--- config.mk ---
export PLATFORM = sky130hd
export DESIGN_NAME = bdc_debug_core
export DESIGN_NICKNAME = d
export VERILOG_FILES = /design/src/inc/bdc_pkg.sv /design/src/rtl/bdc_bp_counter.sv /design/src/rtl/bdc_debug_core.sv /design/src/rtl/bdc_lwatch.sv
export SDC_FILE = /design/constraint.sdc
export NUM_CORES = 1
export LEC_CHECK = 0
export BUFFER_PORTS_ARGS = -buffer_cell sky130_fd_sc_hd__buf_2
export CAP_MARGIN = 25
export CORE_UTILIZATION = 57
export CTS_BUF_LIST = sky130_fd_sc_hd__clkbuf_4 sky130_fd_sc_hd__clkbuf_8 sky130_fd_sc_hd__clkbuf_16
export DETAILED_ROUTE_END_ITERATION = 10
export GPL_TIMING_DRIVEN = 1
export PLACE_DENSITY_LB_ADDON = 0.05
export SYNTH_ARGS = -nofsm -noshare
export SYNTH_HDL_FRONTEND = slang
export SYNTH_HIERARCHICAL = 1
export SYNTH_SLANG_ARGS = --single-unit
--- constraint.sdc ---
create_clock -name sys_clk -period 3.2 [get_ports sys_clk]
set_input_delay 0.32 -clock sys_clk [delete_from_list [all_inputs] [get_ports sys_clk]]
set_output_delay 0.32 -clock sys_clk [all_outputs]
set_load 0.005 [all_outputs]
--- src/inc/bdc_pkg.sv ---
`default_nettype none
package bdc_pkg;

    // ****************************************************************
    // Special-purpose register numbers
    // ****************************************************************
    localparam int unsigned SPR_AW    = 10;
    localparam logic [9:0]  SPR_CAUSE = 10'h094;
    localparam logic [9:0]  SPR_MASK  = 10'h095;
    localparam logic [9:0]  SPR_CNT_A = 10'h096;
    localparam logic [9:0]  SPR_CNT_B = 10'h097;
    localparam logic [9:0]  SPR_LCTL  = 10'h09d;

    // ****************************************************************
    // Counter register layout (bit 0 of the word is its LSB)
    // ****************************************************************
    localparam int unsigned CNT_VAL_LSB = 16;
    localparam int unsigned CNT_VAL_W   = 16;
    localparam int unsigned CNT_SRC_LSB = 0;
    localparam int unsigned CNT_RSV_W   = 14;
    localparam logic [15:0] CNT_ONE     = 16'h0001;
    localparam logic [15:0] CNT_ZERO    = 16'h0000;

    typedef enum logic [1:0] {
        SRC_OFF  = 2'h0,
        SRC_IBUS = 2'h1,
        SRC_LBUS = 2'h2,
        SRC_RSVD = 2'h3
    } bdc_src_type;

    // ****************************************************************
    // Load/store-bus watch control layout
    // ****************************************************************
    localparam int unsigned LW_SLICE_W  = 10;
    localparam int unsigned LW0_LSB     = 22;
    localparam int unsigned LW1_LSB     = 12;
    localparam int unsigned LWS_EN      = 9;
    localparam int unsigned LWS_IA      = 7;
    localparam int unsigned LWS_IADC    = 6;
    localparam int unsigned LWS_LA      = 4;
    localparam int unsigned LWS_LADC    = 3;
    localparam int unsigned LWS_LD      = 1;
    localparam int unsigned LWS_LDDC    = 0;
    localparam int unsigned BRK_NOMASK  = 11;
    localparam int unsigned SLW0_BIT    = 3;
    localparam int unsigned SLW1_BIT    = 2;
    localparam logic [31:0] LCTL_RESET  = 32'h0000_0000;
    localparam logic [31:0] LCTL_WMASK  = 32'hffff_f80c;

    typedef enum logic [1:0] {
        PAIR_A   = 2'h0,
        PAIR_B   = 2'h1,
        PAIR_AND = 2'h2,
        PAIR_OR  = 2'h3
    } bdc_pair_type;

    // ****************************************************************
    // Debug entry cause and mask
    // ****************************************************************
    localparam logic [31:0] CAUSE_VALID = 32'h3fe7_400f;
    localparam logic [31:0] CAUSE_RESET = 32'h0000_0000;
    localparam logic [31:0] MASK_RESET  = 32'h2002_000f;
    localparam logic [31:0] RDATA_ZERO  = 32'h0000_0000;
    localparam int unsigned CAUSE_CHECKSTOP_CAUSE = 29;
    localparam int unsigned CAUSE_LOADBUS_BREAKPOINT_CAUSE  = 3;
    localparam int unsigned CAUSE_INSTRBUS_BREAKPOINT_CAUSE  = 2;

    function automatic logic bdc_pair_sel(input logic [1:0] sel,
                                          input logic       a,
                                          input logic       b);
        case (bdc_pair_type'(sel))
            PAIR_A:   return a;
            PAIR_B:   return b;
            PAIR_AND: return a & b;
            default:  return a | b;
        endcase
    endfunction

endpackage
`default_nettype wire

--- src/rtl/bdc_bp_counter.sv ---
`timescale 1ns/1ps
`default_nettype none
module bdc_bp_counter (
    input  wire logic        sys_clk,
    input  wire logic        rst_n,
    input  wire logic        wr_en,
    input  wire logic [31:0] wdata,
    input  wire logic        ibus_evt,
    input  wire logic        lbus_evt,
    output logic      [31:0] reg_value,
    output logic             exp_ibus,
    output logic             exp_lbus
);
    typedef struct packed {
        logic [15:0]          count;
        bdc_pkg::bdc_src_type src;
        logic                 exp_i;
        logic                 exp_l;
    } bdc_cnt_state_type;

    bdc_cnt_state_type r_ff;
    bdc_cnt_state_type nxt_r;
    logic              evt;

    // ****************************************************************
    // Counting
    // ****************************************************************
    assign evt = (r_ff.src == bdc_pkg::SRC_IBUS && ibus_evt)
               | (r_ff.src == bdc_pkg::SRC_LBUS && lbus_evt);

    always_comb begin
        nxt_r       = r_ff;
        nxt_r.exp_i = 1'b0;
        nxt_r.exp_l = 1'b0;
        if (wr_en) begin
            // A write reloads the preset and drops any pending event
            nxt_r.count = wdata[bdc_pkg::CNT_VAL_LSB +: bdc_pkg::CNT_VAL_W];
            nxt_r.src   = bdc_pkg::bdc_src_type'(
                              wdata[bdc_pkg::CNT_SRC_LSB +: 2]);
        end else if (evt && r_ff.count != bdc_pkg::CNT_ZERO) begin
            nxt_r.count = r_ff.count - bdc_pkg::CNT_ONE;
            if (r_ff.count == bdc_pkg::CNT_ONE) begin
                nxt_r.exp_i = (r_ff.src == bdc_pkg::SRC_IBUS);
                nxt_r.exp_l = (r_ff.src == bdc_pkg::SRC_LBUS);
            end
        end
    end

    // Preset has no defined reset value; zero is as good as any
    always_ff @(posedge sys_clk or negedge rst_n) begin
        if (!rst_n) begin
            r_ff <= '0;
        end else begin
            r_ff <= nxt_r;
        end
    end

    assign reg_value = {r_ff.count, {bdc_pkg::CNT_RSV_W{1'b0}}, r_ff.src};
    assign exp_ibus  = r_ff.exp_i;
    assign exp_lbus  = r_ff.exp_l;
endmodule // bdc_bp_counter
`default_nettype wire

--- src/rtl/bdc_debug_core.sv ---
// Overview of operation
// - Watch control register resets to all zeros; every watchpoint starts off.
// - Watchpoint fires only when enabled and each address, load address and data term it cares about matches.
// - Counter A: 16-bit preset, lower control half cleared by reset.
// - Counter A source: off, first instruction watch, first load watch.
// - Counter B: 16-bit preset, lower control half cleared by reset.
// - Counter B source: off, second instruction watch, second load watch.
// - Cause register records debug entry events; only hardware sets bits.
// - Reading cause clears it when debug disabled or in debug mode.
// - Software writes to the cause register change nothing.
// - Debug entry needs debug enabled and the matching mask bit.
// - Cause register resets to all zeros.
// - Each exception event sets its own cause bit; instruction breakpoints share bit 2 and load-bus breakpoints share bit 3.
// - Mask register holds one enable bit per cause bit.
`timescale 1ns/1ps
`default_nettype none
module bdc_debug_core (
    input  wire logic        sys_clk,
    input  wire logic        rst_n,
    input  wire logic        spr_wr_en,
    input  wire logic        spr_rd_en,
    input  wire logic [9:0]  spr_addr,
    input  wire logic [31:0] spr_wdata,
    input  wire logic [3:0]  ibus_watch,
    input  wire logic [3:0]  cmp_match,
    input  wire logic [31:0] core_cause_evt,
    input  wire logic        debug_enable,
    input  wire logic        in_debug_mode,
    input  wire logic        msr_ri,
    output logic      [31:0] spr_rdata,
    output logic             spr_rd_ack,
    output logic             debug_entry_req,
    output logic      [1:0]  lbus_watch
);
    typedef struct packed {
        logic [31:0] lctl;
        logic [31:0] cause;
        logic [31:0] mask;
        logic [31:0] rdata;
        logic        rd_ack;
        logic        entry;
        logic [1:0]  lwatch;
    } bdc_top_state_type;

    bdc_top_state_type r_ff;
    bdc_top_state_type nxt_r;

    logic [1:0]  lw_hit;
    logic [1:0]  trap_en;
    logic [31:0] cnt_a_val;
    logic [31:0] cnt_b_val;
    logic        a_exp_i;
    logic        a_exp_l;
    logic        b_exp_i;
    logic        b_exp_l;
    logic        wr_cnt_a;
    logic        wr_cnt_b;
    logic        brk_ok;
    logic        loadbus_breakpoint_cause;
    logic        instrbus_breakpoint_cause;
    logic        rd_clr_ok;
    logic [31:0] set_evt;

    // ****************************************************************
    // Watchpoints and counters
    // ****************************************************************
    bdc_lwatch u_lw0 (
        .ctl        (r_ff.lctl[bdc_pkg::LW0_LSB +: bdc_pkg::LW_SLICE_W]),
        .ibus_watch (ibus_watch),
        .cmp_match  (cmp_match),
        .hit        (lw_hit[0])
    );

    bdc_lwatch u_lw1 (
        .ctl        (r_ff.lctl[bdc_pkg::LW1_LSB +: bdc_pkg::LW_SLICE_W]),
        .ibus_watch (ibus_watch),
        .cmp_match  (cmp_match),
        .hit        (lw_hit[1])
    );

    assign wr_cnt_a = spr_wr_en && spr_addr == bdc_pkg::SPR_CNT_A;
    assign wr_cnt_b = spr_wr_en && spr_addr == bdc_pkg::SPR_CNT_B;

    bdc_bp_counter u_cnt_a (
        .sys_clk   (sys_clk),
        .rst_n     (rst_n),
        .wr_en     (wr_cnt_a),
        .wdata     (spr_wdata),
        .ibus_evt  (ibus_watch[0]),
        .lbus_evt  (lw_hit[0]),
        .reg_value (cnt_a_val),
        .exp_ibus  (a_exp_i),
        .exp_lbus  (a_exp_l)
    );

    bdc_bp_counter u_cnt_b (
        .sys_clk   (sys_clk),
        .rst_n     (rst_n),
        .wr_en     (wr_cnt_b),
        .wdata     (spr_wdata),
        .ibus_evt  (ibus_watch[1]),
        .lbus_evt  (lw_hit[1]),
        .reg_value (cnt_b_val),
        .exp_ibus  (b_exp_i),
        .exp_lbus  (b_exp_l)
    );

    // ****************************************************************
    // Breakpoint causes
    // ****************************************************************
    // Masked mode hides breakpoints while the state is not recoverable
    assign brk_ok  = msr_ri | r_ff.lctl[bdc_pkg::BRK_NOMASK];
    assign trap_en = {r_ff.lctl[bdc_pkg::SLW1_BIT],
                      r_ff.lctl[bdc_pkg::SLW0_BIT]};
    assign loadbus_breakpoint_cause    = brk_ok & (a_exp_l | b_exp_l | (|(lw_hit & trap_en)));
    assign instrbus_breakpoint_cause    = brk_ok & (a_exp_i | b_exp_i
                             | core_cause_evt[bdc_pkg::CAUSE_INSTRBUS_BREAKPOINT_CAUSE]);

    always_comb begin
        set_evt = core_cause_evt & bdc_pkg::CAUSE_VALID;
        set_evt[bdc_pkg::CAUSE_LOADBUS_BREAKPOINT_CAUSE] = loadbus_breakpoint_cause;
        set_evt[bdc_pkg::CAUSE_INSTRBUS_BREAKPOINT_CAUSE] = instrbus_breakpoint_cause;
    end

    assign rd_clr_ok = !debug_enable || in_debug_mode;

    // ****************************************************************
    // Register access and cause tracking
    // ****************************************************************
    always_comb begin
        nxt_r        = r_ff;
        nxt_r.rd_ack = 1'b0;
        nxt_r.entry  = 1'b0;
        nxt_r.lwatch = lw_hit;
        if (spr_rd_en) begin
            nxt_r.rd_ack = 1'b1;
            case (spr_addr)
                bdc_pkg::SPR_CAUSE: begin
                    nxt_r.rdata = r_ff.cause;
                    if (rd_clr_ok) begin
                        nxt_r.cause = bdc_pkg::CAUSE_RESET;
                    end
                end
                bdc_pkg::SPR_MASK:  nxt_r.rdata = r_ff.mask;
                bdc_pkg::SPR_CNT_A: nxt_r.rdata = cnt_a_val;
                bdc_pkg::SPR_CNT_B: nxt_r.rdata = cnt_b_val;
                bdc_pkg::SPR_LCTL:  nxt_r.rdata = r_ff.lctl;
                default:            nxt_r.rdata = bdc_pkg::RDATA_ZERO;
            endcase
        end
        if (spr_wr_en) begin
            // Cause register is absent here: writes to it fall away
            case (spr_addr)
                bdc_pkg::SPR_LCTL:
                    nxt_r.lctl = spr_wdata & bdc_pkg::LCTL_WMASK;
                bdc_pkg::SPR_MASK:
                    nxt_r.mask = spr_wdata & bdc_pkg::CAUSE_VALID;
                default: ;
            endcase
        end
        // New events win over a clearing read in the same cycle
        nxt_r.cause = nxt_r.cause | set_evt;
        nxt_r.entry = debug_enable && |(set_evt & r_ff.mask);
    end

    always_ff @(posedge sys_clk or negedge rst_n) begin
        if (!rst_n) begin
            r_ff.lctl   <= bdc_pkg::LCTL_RESET;
            r_ff.cause  <= bdc_pkg::CAUSE_RESET;
            r_ff.mask   <= bdc_pkg::MASK_RESET;
            r_ff.rdata  <= bdc_pkg::RDATA_ZERO;
            r_ff.rd_ack <= 1'b0;
            r_ff.entry  <= 1'b0;
            r_ff.lwatch <= 2'h0;
        end else begin
            r_ff <= nxt_r;
        end
    end

    assign spr_rdata       = r_ff.rdata;
    assign spr_rd_ack      = r_ff.rd_ack;
    assign debug_entry_req = r_ff.entry;
    assign lbus_watch      = r_ff.lwatch;
endmodule // bdc_debug_core
`default_nettype wire

--- src/rtl/bdc_lwatch.sv ---
`timescale 1ns/1ps
`default_nettype none
module bdc_lwatch (
    input  wire logic [9:0] ctl,
    input  wire logic [3:0] ibus_watch,
    input  wire logic [3:0] cmp_match,
    output logic            hit
);
    logic ia_ok;
    logic la_ok;
    logic ld_ok;

    // ****************************************************************
    // Three-way match
    // ****************************************************************
    // Comparators E,F,G,H sit at cmp_match[0..3]
    assign ia_ok = !ctl[bdc_pkg::LWS_IADC]
                 | ibus_watch[ctl[bdc_pkg::LWS_IA +: 2]];
    assign la_ok = !ctl[bdc_pkg::LWS_LADC]
                 | bdc_pkg::bdc_pair_sel(ctl[bdc_pkg::LWS_LA +: 2],
                                         cmp_match[0], cmp_match[1]);
    assign ld_ok = !ctl[bdc_pkg::LWS_LDDC]
                 | bdc_pkg::bdc_pair_sel(ctl[bdc_pkg::LWS_LD +: 2],
                                         cmp_match[2], cmp_match[3]);
    assign hit = ctl[bdc_pkg::LWS_EN] & ia_ok & la_ok & ld_ok;

endmodule // bdc_lwatch
`default_nettype wire

# Word-level counts from Yosys, hierarchy flattened
# Cells that the tools add are included.
dict set report classes {
  n_mux 23
  magnitude_cmp 2
  bitwise 28
  n_eq_ne 19
  n_addsub 2
  n_reduce_logical 29
}
# op count
set op_table {}
lappend op_table {{case mux 32 bit (5 select lines)} 1}
lappend op_table {{two-way mux 32 bit} 3}
lappend op_table {{two-way mux 16 bit} 4}
lappend op_table {{equality test 10 x 8 -> 1 bit (second input constant)} 5}
lappend op_table {{equality test 16 x 1 -> 1 bit (second input constant)} 2}
lappend op_table {{OR 32 x 30 -> 32 bit} 1}
lappend op_table {{nonzero test 16 bit} 2}
lappend op_table {{OR reduction 32 bit} 1}
lappend op_table {{subtractor 16 x 1 -> 16 bit (second input constant)} 2}
lappend op_table {{bitwise AND 30 bit} 1}
lappend op_table {{OR 1 bit} 15}
lappend op_table {{equality test 2 x 1 -> 1 bit (second input constant)} 6}
lappend op_table {{equality test 2 bit (second input constant)} 6}
lappend op_table {{two-way mux 2 bit} 6}
lappend op_table {{case mux 1 bit (3 select lines)} 4}
lappend op_table {{bitwise AND 1 bit} 10}
lappend op_table {{logical AND 1 bit} 9}
lappend op_table {{logical NOT 2 bit} 4}
lappend op_table {{logical NOT 1 bit} 7}
lappend op_table {{< comparator 2 x 3 -> 1 bit (second input constant)} 2}
lappend op_table {{binary-select mux 1 bit (select 2 bit)} 2}
lappend op_table {{AND reduction 2 bit} 2}
lappend op_table {{nonzero test 2 bit} 2}
lappend op_table {{two-way mux 1 bit} 3}
lappend op_table {{3 further kinds} 3}
dict set report totals {
  reg_bits 148
  wordCells 118
  input_bits 89
  output_inout_bits 36
}

# Longest topological paths before layout
dict set report logic_depth {
  depth_word 13
  ltp_mapped 9
  depth_no_buf 8
}

# By module
# Netlist, hierarchy kept.
# module area_each_um2 cells_each seq_area_each_um2 n_inst
set by_module_without_submodules {}
lappend by_module_without_submodules {bdc_debug_core 4704.5 404 2334.7 1}
lappend by_module_without_submodules {bdc_bp_counter 1375.1 150 500.5 2}
lappend by_module_without_submodules {bdc_lwatch 88.8 11 0.0 2}

# Worst setup path after synthesis
# OpenSTA, ideal clock, no wires.
dict set report synth_timing {
  path_type {input -> register}
  from {input spr_addr[1]}
  to {register u_cnt_a.r_ff (netlist bit u_cnt_a/reg_value[1])}
  setup_time_ns 0.125
  n_path_buf 4
  required_ns 3.075
  stages 7
  slack_ns 0.808
  arrival_time_ns 2.267
  path_cell_list {clkbuf_1 > nand3b_1 > clkbuf_1 > nor3_1 > clkbuf_1 > clkbuf_1 > mux2_2}
}
dict set report synth_via {
  elab_chain_len 2
}
# item line_no
set synth_rtl {}
lappend synth_rtl {{from (decl)} bdc_debug_core.sv:22} ;# input wire logic [9:0] spr_addr,
lappend synth_rtl {{equality test 10 x 8 -> 1 bit} bdc_debug_core.sv:81} ;# assign wr_cnt_a = spr_wr_en && spr_addr == bdc_pkg::SPR_CNT_A;
lappend synth_rtl {{logical AND 1 bit} bdc_debug_core.sv:81}
lappend synth_rtl {{via wr_cnt_a} bdc_debug_core.sv:56} ;# logic wr_cnt_a;
lappend synth_rtl {{to (signal assigned)} bdc_bp_counter.sv:54} ;# r_ff <= nxt_r;
lappend synth_rtl {{to (decl)} bdc_bp_counter.sv:21} ;# bdc_cnt_state_type r_ff;
# The timed path passes the listed nets, and every way through them passes these cells.
# A chain may end at the register's enable or synchronous reset.

# Worst setup path in the final report
dict set report layout_timing {
  from {register r_ff[129] in the netlist's numbering}
  to {register u_cnt_a.r_ff (netlist bit u_cnt_a/reg_value[31])}
}
dict set report layout_via {
  elab_chain_len 10
}
# item line_no
set layout_rtl {}
lappend layout_rtl {{from (decl)} bdc_debug_core.sv:45} ;# bdc_top_state_type r_ff;
lappend layout_rtl {{from (signal assigned)} bdc_debug_core.sv:176} ;# r_ff <= nxt_r;
lappend layout_rtl {{binary-select mux 1 bit (select 2 bit)} bdc_lwatch.sv:18} ;# | ibus_watch[ctl[bdc_pkg::LWS_IA +: 2]];
lappend layout_rtl {{two-way mux 1 bit (implied by the code)} bdc_lwatch.sv:18}
lappend layout_rtl {{OR 1 bit} bdc_lwatch.sv:18}
lappend layout_rtl {{bitwise AND 1 bit (3 in series)} bdc_lwatch.sv:25} ;# assign hit = ctl[bdc_pkg::LWS_EN] & ia_ok & la_ok & ld_ok;
lappend layout_rtl {{via lw_hit[0]} bdc_debug_core.sv:48} ;# logic [1:0] lw_hit;
lappend layout_rtl {{logical AND 1 bit} bdc_bp_counter.sv:29} ;# | (r_ff.src == bdc_pkg::SRC_LBUS && lbus_evt);
lappend layout_rtl {{OR 1 bit} bdc_bp_counter.sv:29}
lappend layout_rtl {{logical AND 1 bit} bdc_bp_counter.sv:40} ;# end else if (evt && r_ff.count != bdc_pkg::CNT_ZERO) begin
lappend layout_rtl {{nonzero test 2 bit (no line)} n/a}
# The timed path passes the listed nets, and every way through them passes these cells. The select of a mux whose other input is x is not followed.

==> results by stage <==
Outcome:
- The flow ran to the end, and the final reports show no timing, DRC or antenna violations.

STA:
- The number of pins with negative max-slew slack in the final report came to 0.
- For the final database, setup skew stands at 10.7 ps.
- The final hold violation count is 0.
- The time the final worst path needs with I/O delays and setup is 2820 ps.
- The final count of negative-setup-slack endpoints is 0.
- Setup repair after global routing left no endpoint under its margin.
- The tightest slew margin relative to the limit is a little under half.
- The slew at the pin closest to its max-slew limit is a little under 800 ps.
- For this run, the top clock speed supported by timing is roughly 0.36 GHz.
- The final critical-path share of the clock period is between 80% and 90%.
- In the final timing run, aggregate negative setup slack is 0 ps.

GRT:
- The maximum number of pins on one net before global-route repair is 57.
- The number of global-route vias before repair is 5,737.
- Global routing consumed, over all layers together, 30.0% of the routing resources.
- After global routing the overflow that remains totals 0.
- The first global-routing pass estimated 31.6 mm of wire.
- The number of antenna violations at the first check in global routing came to 0.

Setup path:
- The largest fanout of any net on the critical path is 14.
- The kind of start point of the critical path is a register.
- The register-to-register setup slack is 380 ps.
- The depth of the worst register-to-register path is 7.
- The required time reported for the critical path endpoint is 3500 ps.
- The worst flop-to-flop path endpoint is u_cnt_a/reg_value[31].
- The signal arrival time at the worst endpoint is 3120 ps.
- In this run the critical register-to-register path is launched from r_ff[129].
- The worst setup path is of the register to register kind.
- STA classifies the critical path endpoint as a register.

CTS:
- The number of clock buffers added by TritonCTS is 17.
- The clock latency of the later-clocked register in the worst-skew pair is 430 ps.
- The clock root buffer is clkbuf_16.
- The maximum level of the CTS H-tree is 4.
- TritonCTS built the clock tree.
- Post-CTS repair changed the size of 0 cells.
- The clock sink count is between 100 and 150.
- The buffer levels on the longest clock path is 2.
- The total setup buffers inserted after CTS is 0.
- The clock edge transition at the registers on the reported setup and hold paths is 60 ps.

Yosys:
- The count of yosys warnings during synthesis is 6.
- The xor/xnor cell area share of the yosys netlist is 0.459%.
- In the synthesized netlist the dominant register cell turns out to be dfrtp_1.
- After synthesis the netlist holds a flip-flop and latch count of between 100 and 150.
- The sequential-to-total area share from yosys stat is 43.7%.
- Multiplexer cells account for between 10% and 20% of the synthesized area.
- The number of instances in the synthesized netlist is 726.
- By area, the combinational part of the netlist is dominated by compound AO/OA/AOI/OAI gates.
- Yosys mapped the design onto 71 distinct sky130hd cell types.
- The post-synthesis instance area is 7630 µm².
- The synthesized netlist devotes less than 1% of its cell area to adder and majority cells.
- Counting flops with an async set or reset pin after synthesis yields a share of 100%.
- Each instance of the synthesized netlist takes up on average 10.5 µm².
- The simple-gate share of the synthesized area is 13.1%.
- The count of flip-flops with a built-in enable after synthesis is 0.
- The post-synthesis compound-gate area fraction is 17.8%.

Detailed routing:
- The total length of routed met2 wires is approximately 9.7 mm.
- After detailed routing, the wire length on met1 is 8.69 mm.
- The highest metal layer used by the detailed router is met4.
- In the final routed layout, each cell accounts on average for 20.6 µm.
- The number of iterations in the first detailed-routing pass is 7.
- The first routing iteration left 418 violations.
- The final layout contains routed wiring with a total length of 20.0 mm.
- The met3 layer wire length in the routed design is 1.17 mm.
- The number of vias in the routed layout is 5,934.
- The post-route antenna net violation count is 0.
- In the routed design, unresolved DRC markers number 0.
- The mean number of vias per cell is approximately 6.

Floorplan:
- The die extent in x is 118 µm.
- The placeable core region is about 13,000 µm².
- The overall die area is 13,900 µm².
- The boundary pin count is 125.
- The vertical extent of the die is 118 µm.
- In this run the core area contains between 40 and 50 standard-cell rows.
- For this configuration, the core starts out at a cell density of 59.5%.

Final layout:
- From synthesis to final layout, the design area changed by 12.0%.
- Summing all multi-input logic gate instances after layout gives 3580 µm².
- In the final layout, flip-flops and latches occupy 3340 µm².
- Excluding fillers, the count of instances in the completed layout stands at between 900 and 1,000.
- The number of antenna diodes is 0.
- The net total in the final layout is about 900.
- Counting the fill cells in the layout gives 1,014.
- Cells fill around two thirds of the core in the end.
- The post-route netlist has between 20% and 30% of its cells at a drive strength greater than 1.

Hold path:
- The path with the worst hold slack has its endpoint at r_ff[93].
- The startpoint of the lowest-slack hold path is core_cause_evt[25].
- In this run the worst hold path is classified as primary input to register.
- The worst hold path was traced through 2 stages.

Placement:
- After legalization and detailed placement, the total HPWL measured 14.7 mm.
- The final weighted congestion in routability-driven placement is just over 0.9.
- The number of cells in the design after placement is 938.
- The count of input and output buffers is roughly 100.

Flow run:
- The number of max-cap violations is 0.

Pwr:
- For this design the static power due to leakage is 3.90 nW.
- The maximum resistive drop on vdd is approximately 390 µV.
- For this design the ratio of total power to cell area is 493 nW/µm².
[registers in the layout, indices dropped and copies added (netlist names)]
signal / flops
spr_rdata: 32
u_cnt_a/exp_lbus: 1
u_cnt_a/exp_ibus: 1
spr_rd_ack: 1
u_cnt_a/reg_value: 18
u_cnt_b/exp_lbus: 1
debug_entry_req: 1
r_ff: 57
lbus_watch: 2
u_cnt_b/reg_value: 18
u_cnt_b/exp_ibus: 1
[per-stage QoR]
stage	cell area, µm²	setup WS, ps	power (mW)	hold slack, ps
6_report	8540	385	4.22	89.9
5_1_grt	8540	297	4.36	85.4
4_1_cts	8540	397	4.23	75.2
3_5_place_dp	7930	401	2.24	424
3_3_place_gp	7930	447	2.22	409
2_1_floorplan	7730	808	2.07	24.4
[worst max-delay path, stage by stage, from the launching register on]
cell,delay [ps]
dfrtp_1,430
mux4_2,350
o21ai_1,60
a211oi_1,440
and3b_1,500
o211ai_4,210
o311a_2,440
a221o_1,260
[cells by family (layout without fill, tap and decap cells)]
kind of cell | Yosys count | after routing
AND/OR/NAND/NOR | 156 | 156
adder cells (fa/ha/maj) | 4 | 4
AO/OA/AOI/OAI | 189 | 189
flip-flops | 133 | 133
buffers and inverters | 147 | 194
multiplexers | 91 | 91
XOR/XNOR | 4 | 4
other | 2 | 28
[report_power, final]
part           internal [mW]  switching (mW)  leakage (nW)
clock network           1.23           0.771         0.285
registers               1.72          0.0558          1.74
logic                  0.169           0.277          1.87
[synth_stat cells, drive strengths merged (3+ instances only)]
library cell / count / area share, %
nand3b: 6 / 0.59
nor3: 17 / 1.3
and3b: 4 / 0.46
dfrtp: 127 / 42
a21oi: 26 / 1.7
mux4: 4 / 1.2
a22o: 3 / 0.34
nor2: 26 / 1.3
or3: 4 / 0.33
buf: 84 / 7.7
o311ai: 6 / 0.69
a22oi: 7 / 0.69
o211ai: 20 / 2.3
or2: 9 / 0.74
and3: 3 / 0.25
a31oi: 12 / 0.98
nand2: 21 / 1.0
or4: 20 / 2.1
ha: 4 / 0.66
o22ai: 45 / 4.3
o21ai: 21 / 1.4
dfstp: 6 / 2.1
nand3: 16 / 1.1
o31ai: 4 / 0.39
nor4: 4 / 0.72
mux2: 44 / 6.5
nand4: 7 / 0.77
mux2i: 43 / 5.6
o2111ai: 5 / 0.66
clkbuf: 17 / 0.84
a21o: 21 / 2.1
nor3b: 7 / 0.97
inv: 46 / 2.3
[placed cells by master (no fill, tap or decap), types with 4 or more instances in the layout]
cell type   netlist  final
a21o_1           21     21
a21oi_1          26     26
a22oi_1           7      7
a31oi_1          12     12
and3b_1           4      4
buf_2            16    100
buf_4            62     14
clkbuf_16         0     17
clkinv_4          0      5
clkinvlp_4        0      4
conb_1            2     28
dfrtp_1         127    127
dfstp_2           6      6
ha_1              4      4
inv_1            46     46
mux2_1            5      5
mux2_2           39     39
mux2i_1          43     43
mux4_2            4      4
nand2_1          21     21
nand3_1          15     15
nand3b_1          6      6
nand4_1           6      6
nor2_1           26     26
nor3_1           16     14
nor3b_1           4      4
o2111ai_1         4      4
o211ai_1         18     18
o21ai_0          19     19
o22ai_1          38     38
o22ai_2           7      7
o311ai_1          4      4
o31ai_1           4      4
or2_2             6      6
or3_1             4      4
or4_1            16     16
[layer usage]
layer  up-vias  global-route usage [%]
met5         -                       0
met4         0                    11.1
met3        31                    6.54
met2       213                    49.3
met1      2952                    39.0
li1       2738                       -
[area by class of cell]
class	instances	area share (%)
multi-input combinational	472	41.9
sequential	133	39.0
timing repair buffer	116	7.44
clock buffer	17	4.98
tap	172	2.52
clock inverter	15	2.14
inverter	46	2.02
[what timing repair did]
action,4_1_cts,5_1_grt
setup endpoints to repair,0,0
endpoints found under the hold margin,50,0
hold buffers,1,0
[worst max-delay path by stage]
stage	slack, ps	start	endpoint	cells past startpoint
floorplan	810	spr_addr[1]	u_cnt_a/reg_value[1]	7
global placement	450	r_ff[129]	u_cnt_a/reg_value[31]	7
detailed placement	400	r_ff[129]	u_cnt_a/reg_value[31]	7
CTS	400	r_ff[129]	u_cnt_a/reg_value[31]	7
global route	300	r_ff[129]	u_cnt_a/reg_value[31]	7
finish	380	r_ff[129]	u_cnt_a/reg_value[31]	7
Note: power is estimated with default switching activity, not from simulation.
